**config.mk**
```make
export PLATFORM = sky130hd
export DESIGN_NAME = threshold_monitor_fan_control
export DESIGN_NICKNAME = d
export VERILOG_FILES = /design/src/design/fan_cycle_timer.v /design/src/design/hyst_cmp.v /design/src/design/threshold_monitor_fan_control.v
export VERILOG_INCLUDE_DIRS = /design/src /design/src/design
export SDC_FILE = /design/constraint.sdc
export NUM_CORES = 1
export LEC_CHECK = 0
export BUFFER_PORTS_ARGS = -buffer_cell sky130_fd_sc_hd__buf_2
export CAP_MARGIN = 20
export CORE_MARGIN = 5
export CORE_UTILIZATION = 55
export DETAILED_ROUTE_END_ITERATION = 7
export PLACE_DENSITY = 0.77
export SYNTH_ARGS = -nofsm -noshare
export SYNTH_HDL_FRONTEND = slang
export SYNTH_SLANG_ARGS = --single-unit
```
**constraint.sdc**
```tcl
create_clock -name i_core_clk -period 6.87 [get_ports i_core_clk]
set_clock_uncertainty 0.1 [all_clocks]
set_input_delay 1.0305 -clock i_core_clk [delete_from_list [all_inputs] [get_ports i_core_clk]]
set_output_delay 1.0305 -clock i_core_clk [all_outputs]
set_load 0.03 [all_outputs]
```
**src/design/thresh_fan_defs.vh**
```
`ifndef THRESH_FAN_DEFS_VH
`define THRESH_FAN_DEFS_VH

// ****************************************
// Register map (word index = byte address)
// ****************************************
`define ADDR_W 4
`define REG_ANALOG_LOWER_LIMIT 4'h0
`define REG_ANALOG_UPPER_LIMIT 4'h1
`define REG_HEATSINK_TEMP_LEVEL 4'h2
`define REG_FAN_MODE_SELECT 4'h3
`define REG_HEATSINK_TEMP_READING 4'h4
`define REG_STATUS 4'h5
`define REG_AXIS2_FAN_MODE 4'h6

// ****************************************
// Scaling: volts in 10 mV, temperature in 0.1 degC (signed)
// ****************************************
`define VOLT_W 10
`define TEMP_W 12
`define ANALOG_LOWER_RST 10'h136
`define ANALOG_UPPER_RST 10'h2A8
`define ANALOG_MIN 10'h000
`define ANALOG_MAX 10'h3E8
`define TEMP_LEVEL_RST 12'h2EE
`define TEMP_LEVEL_MIN 12'h000
`define TEMP_LEVEL_MAX 12'h3E8
`define TEMP_READ_MIN 12'hF38
`define TEMP_READ_MAX 12'h4B0
`define FAN_TEMP_THRESH 12'h1A4

// ****************************************
// Fan modes
// ****************************************
`define FAN_MODE_W 2
`define FAN_FWD_RUN 2'h0
`define FAN_FWD_ALWAYS 2'h1
`define FAN_ALT_ALWAYS 2'h2
`define FAN_ALT_RUN 2'h3

// ****************************************
// Timing
// ****************************************
`define CLK_HZ 125000000
`define FAN_FWD_TIME_S 600
`define FAN_REV_TIME_S 200
// 600 s and 200 s at 125 MHz; wider than 32 bits, so sized here
`define FAN_FWD_CYCLES_DEF 37'd75000000000
`define FAN_REV_CYCLES_DEF 37'd25000000000
`define STATUS_W 6

`endif

```
**src/design/fan_cycle_timer.v**
```verilog
`timescale 1ns/100ps
`include "thresh_fan_defs.vh"
// Forward/reverse cycle timer; runs while enabled, restarts forward when disabled
module fan_cycle_timer #(
	parameter FWD_CYCLES = `FAN_FWD_CYCLES_DEF,
	parameter REV_CYCLES = `FAN_REV_CYCLES_DEF,
	parameter CNT_W = 37
) (
	input wire i_core_clk,
	input wire i_rst_b,
	input wire i_enable,
	output reg o_reverse
);
	localparam [CNT_W-1:0] FWD_LAST = FWD_CYCLES - 1;
	localparam [CNT_W-1:0] REV_LAST = REV_CYCLES - 1;
	localparam [CNT_W-1:0] CNT_ONE = 1;

	reg [CNT_W-1:0] cnt_q;

	// ****************************************
	// Phase counter
	// ****************************************
	// Stopping restarts the cycle so every start begins forward
	always @(posedge i_core_clk or negedge i_rst_b) begin
		if (!i_rst_b) begin
			cnt_q <= {CNT_W{1'b0}};
			o_reverse <= 1'b0;
		end else if (!i_enable) begin
			cnt_q <= {CNT_W{1'b0}};
			o_reverse <= 1'b0;
		end else if (!o_reverse && cnt_q == FWD_LAST) begin
			cnt_q <= {CNT_W{1'b0}};
			o_reverse <= 1'b1;
		end else if (o_reverse && cnt_q == REV_LAST) begin
			cnt_q <= {CNT_W{1'b0}};
			o_reverse <= 1'b0;
		end else begin
			cnt_q <= cnt_q + CNT_ONE;
		end
	end
endmodule

```
**src/design/hyst_cmp.v**
```verilog
`timescale 1ns/100ps
// Signed compare of a temperature against a fixed point; equal holds state
module hyst_cmp #(
	parameter W = 12
) (
	input wire i_core_clk,
	input wire i_rst_b,
	input wire signed [W-1:0] i_value,
	input wire signed [W-1:0] i_thresh,
	output reg o_above
);
	// ****************************************
	// Hold on equality
	// ****************************************
	// Equality keeps the last decision so the fan does not chatter
	always @(posedge i_core_clk or negedge i_rst_b) begin
		if (!i_rst_b) begin
			o_above <= 1'b0;
		end else if (i_value > i_thresh) begin
			o_above <= 1'b1;
		end else if (i_value < i_thresh) begin
			o_above <= 1'b0;
		end
	end
endmodule

```
**src/design/threshold_monitor_fan_control.v**
```verilog
`timescale 1ns/100ps
`include "thresh_fan_defs.vh"

// Overview of operation
// - Window flag set when analog input is above upper or below lower limit.
// - Lower limit accepts 0 V to upper limit; default 3.10 V.
// - Upper limit accepts lower limit to 10 V; default 6.80 V.
// - Temperature flag set when heatsink reaches level; level 0-100 C, default 75.
// - Read-only heatsink temperature reading spans -20.0 to +120.0 C.
// - Fan mode: 0 fwd-run, 1 fwd-always, 2 alt-always, 3 alt-run; default 0.
// - Mode 0: fan forward while running; stopped, runs above 42 C, stops below 42 C, holds its state at exactly 42 C.
// - Mode 1: fan forward continuously, whether or not the axis runs.
// - Mode 2: fan always on, 600 s forward then 200 s reverse, repeating.
// - Mode 3 running: repeat 600 s forward then 200 s reverse.
// - Mode 3 stopped: keep cycling above 42 C, stop below 42 C.
// - Second axis fan mode fixed at 0, read-only; forward while it runs.
module threshold_monitor_fan_control #(
	parameter FAN_FWD_CYCLES = `FAN_FWD_CYCLES_DEF,
	parameter FAN_REV_CYCLES = `FAN_REV_CYCLES_DEF,
	parameter FAN_CNT_W = 37
) (
	input wire i_core_clk,
	input wire i_rst_b,
	input wire [`ADDR_W-1:0] i_addr,
	input wire [31:0] i_wdata,
	input wire i_wr,
	input wire i_rd,
	output reg [31:0] o_rdata,
	input wire [`VOLT_W-1:0] i_first_analog_input,
	input wire [`TEMP_W-1:0] i_heatsink_temp,
	input wire i_axis1_running,
	input wire i_axis2_running,
	output reg o_analog_window_exceeded,
	output reg o_heatsink_temp_reached,
	output reg o_axis1_fan_on,
	output reg o_axis1_fan_reverse,
	output reg o_axis2_fan_on
);
	// ****************************************
	// Input synchronisers
	// ****************************************
	reg [`VOLT_W-1:0] ain_meta_q;
	reg [`VOLT_W-1:0] ain_q;
	reg [`TEMP_W-1:0] temp_meta_q;
	reg [`TEMP_W-1:0] temp_q;
	reg [1:0] run_meta_q;
	reg [1:0] run_q;

	// Converter words are assumed to update slowly and be held stable
	always @(posedge i_core_clk or negedge i_rst_b) begin
		if (!i_rst_b) begin
			ain_meta_q <= {`VOLT_W{1'b0}};
			ain_q <= {`VOLT_W{1'b0}};
			temp_meta_q <= {`TEMP_W{1'b0}};
			temp_q <= {`TEMP_W{1'b0}};
			run_meta_q <= 2'h0;
			run_q <= 2'h0;
		end else begin
			ain_meta_q <= i_first_analog_input;
			ain_q <= ain_meta_q;
			temp_meta_q <= i_heatsink_temp;
			temp_q <= temp_meta_q;
			run_meta_q <= {i_axis2_running, i_axis1_running};
			run_q <= run_meta_q;
		end
	end

	// ****************************************
	// Temperature reading clamp
	// ****************************************
	// Reading limited to the documented span so software never sees wild values
	wire signed [`TEMP_W-1:0] temp_s = temp_q;
	wire signed [`TEMP_W-1:0] read_min_s = `TEMP_READ_MIN;
	wire signed [`TEMP_W-1:0] read_max_s = `TEMP_READ_MAX;
	reg [`TEMP_W-1:0] temp_reading_q;

	always @(posedge i_core_clk or negedge i_rst_b) begin
		if (!i_rst_b) begin
			temp_reading_q <= {`TEMP_W{1'b0}};
		end else if (temp_s < read_min_s) begin
			temp_reading_q <= `TEMP_READ_MIN;
		end else if (temp_s > read_max_s) begin
			temp_reading_q <= `TEMP_READ_MAX;
		end else begin
			temp_reading_q <= temp_q;
		end
	end

	// ****************************************
	// Settings registers
	// ****************************************
	reg [`VOLT_W-1:0] analog_lower_limit_q;
	reg [`VOLT_W-1:0] analog_upper_limit_q;
	reg [`TEMP_W-1:0] heatsink_temp_level_q;
	reg [`FAN_MODE_W-1:0] fan_mode_select_q;
	wire [`VOLT_W-1:0] wr_volt = i_wdata[`VOLT_W-1:0];
	wire [`TEMP_W-1:0] wr_temp = i_wdata[`TEMP_W-1:0];
	wire wr_volt_ok = (i_wdata[31:`VOLT_W] == {(32-`VOLT_W){1'b0}});
	wire wr_temp_ok = (i_wdata[31:`TEMP_W] == {(32-`TEMP_W){1'b0}});

	// Out-of-range limit and level writes are dropped whole, keeping lower <= upper at all times; fan mode takes the low 2 bits
	always @(posedge i_core_clk or negedge i_rst_b) begin
		if (!i_rst_b) begin
			analog_lower_limit_q <= `ANALOG_LOWER_RST;
			analog_upper_limit_q <= `ANALOG_UPPER_RST;
			heatsink_temp_level_q <= `TEMP_LEVEL_RST;
			fan_mode_select_q <= `FAN_FWD_RUN;
		end else if (i_wr) begin
			case (i_addr)
				`REG_ANALOG_LOWER_LIMIT: begin
					if (wr_volt_ok && wr_volt >= `ANALOG_MIN &&
						wr_volt <= analog_upper_limit_q) begin
						analog_lower_limit_q <= wr_volt;
					end
				end
				`REG_ANALOG_UPPER_LIMIT: begin
					if (wr_volt_ok && wr_volt >= analog_lower_limit_q &&
						wr_volt <= `ANALOG_MAX) begin
						analog_upper_limit_q <= wr_volt;
					end
				end
				`REG_HEATSINK_TEMP_LEVEL: begin
					if (wr_temp_ok && wr_temp >= `TEMP_LEVEL_MIN &&
						wr_temp <= `TEMP_LEVEL_MAX) begin
						heatsink_temp_level_q <= wr_temp;
					end
				end
				`REG_FAN_MODE_SELECT: begin
					fan_mode_select_q <= i_wdata[`FAN_MODE_W-1:0];
				end
				// Axis 2 mode and readings ignore writes
				default: begin
				end
			endcase
		end
	end

	// ****************************************
	// Threshold flags
	// ****************************************
	wire signed [`TEMP_W-1:0] level_s = heatsink_temp_level_q;

	always @(posedge i_core_clk or negedge i_rst_b) begin
		if (!i_rst_b) begin
			o_analog_window_exceeded <= 1'b0;
			o_heatsink_temp_reached <= 1'b0;
		end else begin
			o_analog_window_exceeded <= (ain_q > analog_upper_limit_q) ||
				(ain_q < analog_lower_limit_q);
			o_heatsink_temp_reached <= (temp_s >= level_s);
		end
	end

	// ****************************************
	// Fan control
	// ****************************************
	wire hot;
	wire fan_rev;
	reg axis1_on_d;
	reg cycle_en;

	hyst_cmp #(
		.W(`TEMP_W)
	) u_hot (
		.i_core_clk(i_core_clk),
		.i_rst_b(i_rst_b),
		.i_value(temp_s),
		.i_thresh(`FAN_TEMP_THRESH),
		.o_above(hot)
	);

	fan_cycle_timer #(
		.FWD_CYCLES(FAN_FWD_CYCLES),
		.REV_CYCLES(FAN_REV_CYCLES),
		.CNT_W(FAN_CNT_W)
	) u_cycle (
		.i_core_clk(i_core_clk),
		.i_rst_b(i_rst_b),
		.i_enable(cycle_en),
		.o_reverse(fan_rev)
	);

	// Mode decode: on/off and whether the alternating cycle runs
	always @* begin
		axis1_on_d = 1'b0;
		cycle_en = 1'b0;
		case (fan_mode_select_q)
			`FAN_FWD_RUN: begin
				axis1_on_d = run_q[0] | hot;
			end
			`FAN_FWD_ALWAYS: begin
				axis1_on_d = 1'b1;
			end
			`FAN_ALT_ALWAYS: begin
				axis1_on_d = 1'b1;
				cycle_en = 1'b1;
			end
			`FAN_ALT_RUN: begin
				axis1_on_d = run_q[0] | hot;
				cycle_en = axis1_on_d;
			end
			default: begin
				axis1_on_d = 1'b0;
			end
		endcase
	end

	always @(posedge i_core_clk or negedge i_rst_b) begin
		if (!i_rst_b) begin
			o_axis1_fan_on <= 1'b0;
			o_axis1_fan_reverse <= 1'b0;
			o_axis2_fan_on <= 1'b0;
		end else begin
			o_axis1_fan_on <= axis1_on_d;
			o_axis1_fan_reverse <= axis1_on_d & cycle_en & fan_rev;
			o_axis2_fan_on <= run_q[1] | hot;
		end
	end

	// ****************************************
	// Read port
	// ****************************************
	// Unmapped addresses read zero
	always @(posedge i_core_clk or negedge i_rst_b) begin
		if (!i_rst_b) begin
			o_rdata <= 32'h0;
		end else if (i_rd) begin
			case (i_addr)
				`REG_ANALOG_LOWER_LIMIT: o_rdata <= {{(32-`VOLT_W){1'b0}}, analog_lower_limit_q};
				`REG_ANALOG_UPPER_LIMIT: o_rdata <= {{(32-`VOLT_W){1'b0}}, analog_upper_limit_q};
				`REG_HEATSINK_TEMP_LEVEL: o_rdata <= {{(32-`TEMP_W){1'b0}}, heatsink_temp_level_q};
				`REG_FAN_MODE_SELECT: o_rdata <= {{(32-`FAN_MODE_W){1'b0}}, fan_mode_select_q};
				`REG_HEATSINK_TEMP_READING: begin
					o_rdata <= {{(32-`TEMP_W){temp_reading_q[`TEMP_W-1]}}, temp_reading_q};
				end
				`REG_STATUS: begin
					o_rdata <= {{(32-`STATUS_W){1'b0}}, o_axis2_fan_on, o_axis1_fan_reverse,
						o_axis1_fan_on, hot, o_heatsink_temp_reached, o_analog_window_exceeded};
				end
				`REG_AXIS2_FAN_MODE: o_rdata <= {{(32-`FAN_MODE_W){1'b0}}, `FAN_FWD_RUN};
				default: o_rdata <= 32'h0;
			endcase
		end else begin
			o_rdata <= 32'h0;
		end
	end
endmodule

```
### Word-level counts from Yosys, hierarchy flattened

Index checks and enable logic that the tools add are counted.
W data, S select, Z words.

| storage, ports and cells | value |
|---|---|
| memories | 0 |
| ROM bits | 0 |
| bits in writable memories | 0 |
| latch bits | 0 |
| register bits | 170 |

| cells by class | value |
|---|---|
| divide/modulo/power cells | 0 |
| magnitude comparators | 13 |
| multiply operators | 0 |
| bitwise gates (word level) | 4 |
| eq/ne operators | 11 |
| multiplexer cells | 14 |
| reductions and logical operators | 21 |
| add/sub/neg operators | 1 |
| shifts and indexed selects | 0 |

Operators by type and width:

| kind | count |
|---|---|
| $pmux W32 S6 | 1 |
| $mux W37 | 3 |
| $add A37 B1 Y37 const B | 1 |
| $eq A37 B35 Y1 const B | 1 |
| $eq A37 B37 Y1 const B | 1 |
| $mux W32 | 1 |
| $mux W12 | 2 |
| $logic_not A22 Y1 | 1 |
| $logic_not A20 Y1 | 1 |
| $ge A12 B1 Y1 const B | 1 |
| $ge A12 B12 Y1 | 1 |
| $gt A12 B10 Y1 const B | 1 |
| $gt A12 B12 Y1 const B | 1 |
| $le A12 B10 Y1 const B | 1 |
| $lt A12 B10 Y1 const B | 1 |
| $lt A12 B9 Y1 const B | 1 |
| $ge A10 B1 Y1 const B | 1 |
| $ge A10 B10 Y1 | 1 |
| $gt A10 B10 Y1 | 1 |
| $le A10 B10 Y1 | 1 |
| $le A10 B10 Y1 const B | 1 |
| $lt A10 B10 Y1 | 1 |
| $reduce_and A3 Y1 | 3 |
| $eq A4 B2 Y1 const B | 2 |
| 17 further kinds | 34 |

### Depth between registers and ports, before layout

| logic depth | value |
|---|---|
| depth in word-level cells | 5 |
| gate-level depth with buffers | 8 |

### Cells and area by module

A second synthesis with hierarchy kept.

| second synthesis, totals | value |
|---|---|
| cells, all modules | 686 |
| area, all modules | 7,621.1 sq um |

By module, submodules not included:

| module | times used | area each (sq um) | cells an instance | sequential area each (sq um) |
|---|---|---|---|---|
| threshold_monitor_fan_control | 1 | 5,241.3 | 435 | 2,822.7 |
| fan_cycle_timer | 1 | 2,029.4 | 208 | 950.9 |
| hyst_cmp | 1 | 350.3 | 43 | 25.0 |

### Least setup slack after synthesis

No wires, ideal clock.

| timing path | value |
|---|---|
| path kind | input to register |
| start | input i_wdata[0] |
| end | register analog_upper_limit_q[0] |
| path buffers | 0 |
| cell stages on the path | 7 |
| data arrival time | 2.539 ns |
| setup slack | 4.106 ns |
| library setup time | 0.125 ns |
| data required time | 6.645 ns |
| cells stage by stage | inv_1 ha_1 nand2b_1 nand3_1 a211oi_1 o31ai_4 mux2_4 |

| on the way | value |
|---|---|
| word-level cells in the longest chain between the ends | 4 |
| elaborated cells between the ends (all ways) | 5 |

Ends and longest elaborated chain:

| what | RTL line | RTL |
|---|---|---|
| from (decl) | threshold_monitor_fan_control.v:25 | `input wire [31:0] i_wdata,` |
| $ge A10 B10 Y1 | threshold_monitor_fan_control.v:117 | `if (wr_volt_ok && wr_volt >= analog_lower_limit_q &&` |
| $logic_and A1 B1 Y1 | threshold_monitor_fan_control.v:117 |  |
| $logic_and A1 B1 Y1 (no line) | -- |  |
| $reduce_and A3 Y1 (no line) | -- |  |
| to (signal assigned) | threshold_monitor_fan_control.v:105 | `` analog_upper_limit_q <= `ANALOG_UPPER_RST; `` |
| to (signal assigned) | threshold_monitor_fan_control.v:119 | `analog_upper_limit_q <= wr_volt;` |
| to (decl) | threshold_monitor_fan_control.v:93 | `` reg [`VOLT_W-1:0] analog_upper_limit_q; `` |

Several ways; a longest one is shown, not always the timed one.
A chain may end at the register's enable or synchronous reset.

### Worst setup path after layout

| timing path | value |
|---|---|
| start | input i_addr[1] |
| end | register analog_upper_limit_q[1] |

| on the way | value |
|---|---|
| word-level cells in the longest chain between the ends | 2 |

Ends and longest elaborated chain:

| what | RTL line | RTL |
|---|---|---|
| from (decl) | threshold_monitor_fan_control.v:24 | `` input wire [`ADDR_W-1:0] i_addr, `` |
| $eq A4 B1 Y1 | threshold_monitor_fan_control.v:109 | `case (i_addr)` |
| $reduce_and A3 Y1 (no line) | -- |  |

Every way passes these cells.

==> out/qor.yml <==
status:
  outcome: "finished, final reports clean"
timing:
  setup_viol: 0
  clock.fmax_mhz: 359.7
  relSlewSlack_pct: 37.81
  hold_viol: 0
  slew_violations: 0
  rsz0062_at_grt: "no"
  period_share_pct: 40.47
  fin_hold_ws_ps: 247.1
  setup_tns_ps: 0
  fin_crit_ps: 2780
  worst_pin_slew_ps: 930.4
route:
  drtIter0Drc: 468
  vias: 5300
  dr.pass1.iters: 6
  route.detailed.drc: 0
  ant_nets: 0
  drt_wl_total_mm: 16.45
  routedWlPerCell_um: 17.73
  vias_per_cell: 5.711
synth:
  synth_warnings: 0
  async_reset_ff_share_pct: 100.0
  synth-seq-area-share_pct: 52.00
  mappedNetlistArea_um2: 7305
  ys_seq_elements: 151
  synth_xor_area_share_pct: 4.197
  synthAdderAreaFrac_pct: 9.250
  ys.flop_type: "dfrtp_1"
  synth_top_family_by_area: "simple AND/OR/NAND/NOR gates"
  synth_top_cell_by_area: "dfrtp_1"
  synthMuxAreaShare_pct: 3.905
  syn_nets: 764
  ys_types: 57
  synth_most_common_cell: "dfrtp_1"
  syn_inst: 646
  synth_edf_count: 0
  synth-compound-area-share_pct: 9.250
  synth_top_area_share_pct: 46.25
  synth_area_leaders: "dfrtp_1 (46%), ha_1 (9.2%), dfstp_2 (5.8%)"
  ys_top_cells_by_count: "dfrtp_1 (135), nor2_1 (57), ha_1 (54)"
  synthSimpleGateAreaFrac_pct: 16.07
  syn_avg_cell_area_um2: 11.31
final_layout:
  layoutNonFillerInstCount: 928
  fill_cells: 1004
  multiInputGateArea_um2: 3136
  diodes: 0
  layout.nets: 857
  syn2layout_area_growth_pct: 15.81
  seqCellArea_um2: 3799
  drive_above_1_share_pct: 26.46
grt:
  grt_pass1_wl_mm: 27.26
  met1_usage_pct: 26.62
  antenna_found_initial: 1
  grt.total_usage_pct: 21.77
  grt_max_degree: 79
  grt.busiest_layer: "met2"
  use_met3_pct: 5.842
  use_met2_pct: 37.24
  globalRoute.totalOverflow: 0
  grt_pass1_vias: 5610
cts:
  cts_setup_buffers: 0
  max-clock-path-buffers: 2
  cts_buffers: 17
  postCtsHoldBufs: 0
  clock-sinks: 151
  clkLatencyLatePin_ps: 430
  htreeDepth: 4
  clk_pin_slew_ps: 70
  cts_tree: "built"
  clockRootBuffer: "clkbuf_16"
  cts_resized: 0
power_and_ir_drop:
  seqPwrFrac_pct: 47.5
  comb_power_share_pct: 7.9
  cellPowerDensity_nw_per_um2: 234.5
  netSwitchingPower_w: 0.0005302
  swShare_pct: 26.72
  vdd_drop_max_mv: 0.1915
  p_clk_share_pct: 44.6
  p_int_w: 0.001454
  p_total_w: 0.001984
  cellLeakagePower_nw: 3.905
floorplan:
  io_pins: 101
  rows: 42
  coreArea_um2: 13140
  die_h_um: 125.2
  die_w_um: 125.2
  dieArea_um2: 15690
  initial_utilization_pct: 55.60
placement:
  port_buffers: 100
  dp.final_hpwl_mm: 11.96
  placedCellCount: 895
  gp_congestion: 0.9316
critical_path:
  crit_required_ps: 7080
  r2r_start: "analog_upper_limit_q[5]$_DFFE_PN1P_"
  worstReg2RegEnd: "analog_lower_limit_q[7]$_DFFE_PN0P_"
  crit_fanout: 11
  reg2reg_depth: 6
  r2r_slack_ps: 4240
  cp-start-kind: "input port"
  criticalPathCategory: "in2reg"
  endpoint_kind: "flop"
  cp.arrival_ps: 2990
flow_run:
  cap_viol_max_count: 0
worst_hold_path:
  hp-class: "reg2reg"
  hold_end: "ain_q[2]$_DFF_PN0_"
  min_path_cells: 0
  min-delay-start: "ain_meta_q[2]$_DFF_PN0_"
metal layers:
metal	routed length, um	vias up	part of all wire [%]
met4	354	2	2.2
met5	10	-	0.061
met3	1004	35	6.1
li1	-	2468	-
met1	6649	2602	40
met2	8432	193	51
final cells by class:
class / count / area share [%]
repair buffers: 110 / 7.085
inverters: 39 / 1.731
clock inverters: 15 / 1.583
clock buffers: 17 / 5.029
well taps: 176 / 2.603
multi-input cells: 420 / 37.07
flip-flops and latches: 151 / 44.90
state kept, by name, summed over array words and instances (netlist names), 12 cells and up:
| register | flops |
|---|---|
| o_rdata | 13 |
| temp_reading_q | 12 |
| temp_q | 12 |
| u_cycle.cnt_q | 37 |
| temp_meta_q | 12 |
| heatsink_temp_level_q | 12 |
worst max-delay path by stage:
stage / from / end / slack [ps] / cells past startpoint
floorplan: i_wdata[0] / analog_upper_limit_q[0]$_DFFE_PN0P_ / 4110 / 7
CTS: i_addr[1] / analog_upper_limit_q[1]$_DFFE_PN0P_ / 4120 / 5
finish: i_addr[1] / analog_upper_limit_q[1]$_DFFE_PN0P_ / 4090 / 5
global route: i_addr[1] / analog_upper_limit_q[1]$_DFFE_PN0P_ / 3980 / 5
global placement: i_addr[1] / analog_upper_limit_q[0]$_DFFE_PN0P_ / 3750 / 5
detailed placement: i_addr[1] / analog_upper_limit_q[1]$_DFFE_PN0P_ / 3660 / 5
worst max-delay path: stages:
cell and delay, ps:
buf_2 140, nor4b_2 830, nor4b_4 390, o31ai_4 240, mux2_4 350
power groups by stage:
stage | Sequential, W | Clock (W) | Combinational [W]
3_5_place_dp | 0.000959 | 0 | 0.000145
6_report | 0.000943 | 0.000885 | 0.000157
4_1_cts | 0.000943 | 0.000893 | 0.000147
3_3_place_gp | 0.000957 | 0 | 0.000138
5_1_grt | 0.000945 | 0.000936 | 0.000176
2_1_floorplan | 0.000956 | 0 | 0.0000841
cells by family after synthesis:
| logic type | count (synthesis) |
|---|---|
| AO/OA/AOI/OAI | 98 |
| XOR/XNOR | 35 |
| adder cells (fa/ha/maj) | 54 |
| buffers and inverters | 75 |
| flip-flops | 151 |
| multiplexers | 22 |
| AND/OR/NAND/NOR | 211 |
layout by cell type (no fill, tap or decap), types with 4 or more instances in the layout:
master | Yosys | routed
dfrtp_1 | 135 | 135
buf_2 | 5 | 100
nor2_1 | 57 | 57
ha_1 | 54 | 54
nand2_1 | 41 | 41
inv_1 | 39 | 39
xor2_1 | 28 | 28
nand3_1 | 26 | 26
o21ai_0 | 21 | 21
a21oi_1 | 20 | 20
clkbuf_16 | 0 | 17
nand4_1 | 16 | 16
a22oi_1 | 16 | 16
dfstp_2 | 16 | 16
and3_1 | 12 | 12
mux2_2 | 12 | 12
mux2_4 | 10 | 10
nand2b_1 | 8 | 8
buf_4 | 21 | 8
nor4_1 | 7 | 7
and4_1 | 7 | 7
xnor2_1 | 7 | 7
a31oi_1 | 7 | 7
nor4b_2 | 3 | 6
a21o_1 | 6 | 6
inv_6 | 0 | 6
nor4bb_1 | 5 | 5
and2_1 | 5 | 5
nor4_2 | 4 | 4
nor3_1 | 4 | 4
a222oi_1 | 4 | 4
o211ai_1 | 4 | 4
clkinvlp_4 | 0 | 4
stage by stage:
step | util [%] | setup slack (ps) | instance area (um^2)
finish | 64.39 | 4090 | 8459
global placement | 59.71 | 3754 | 7845
CTS | 64.18 | 4119 | 8432
global route | 64.39 | 3981 | 8459
floorplan | - | 4106 | 7305
detailed placement | 59.92 | 3656 | 7873
(Power assumes the default switching activity.)
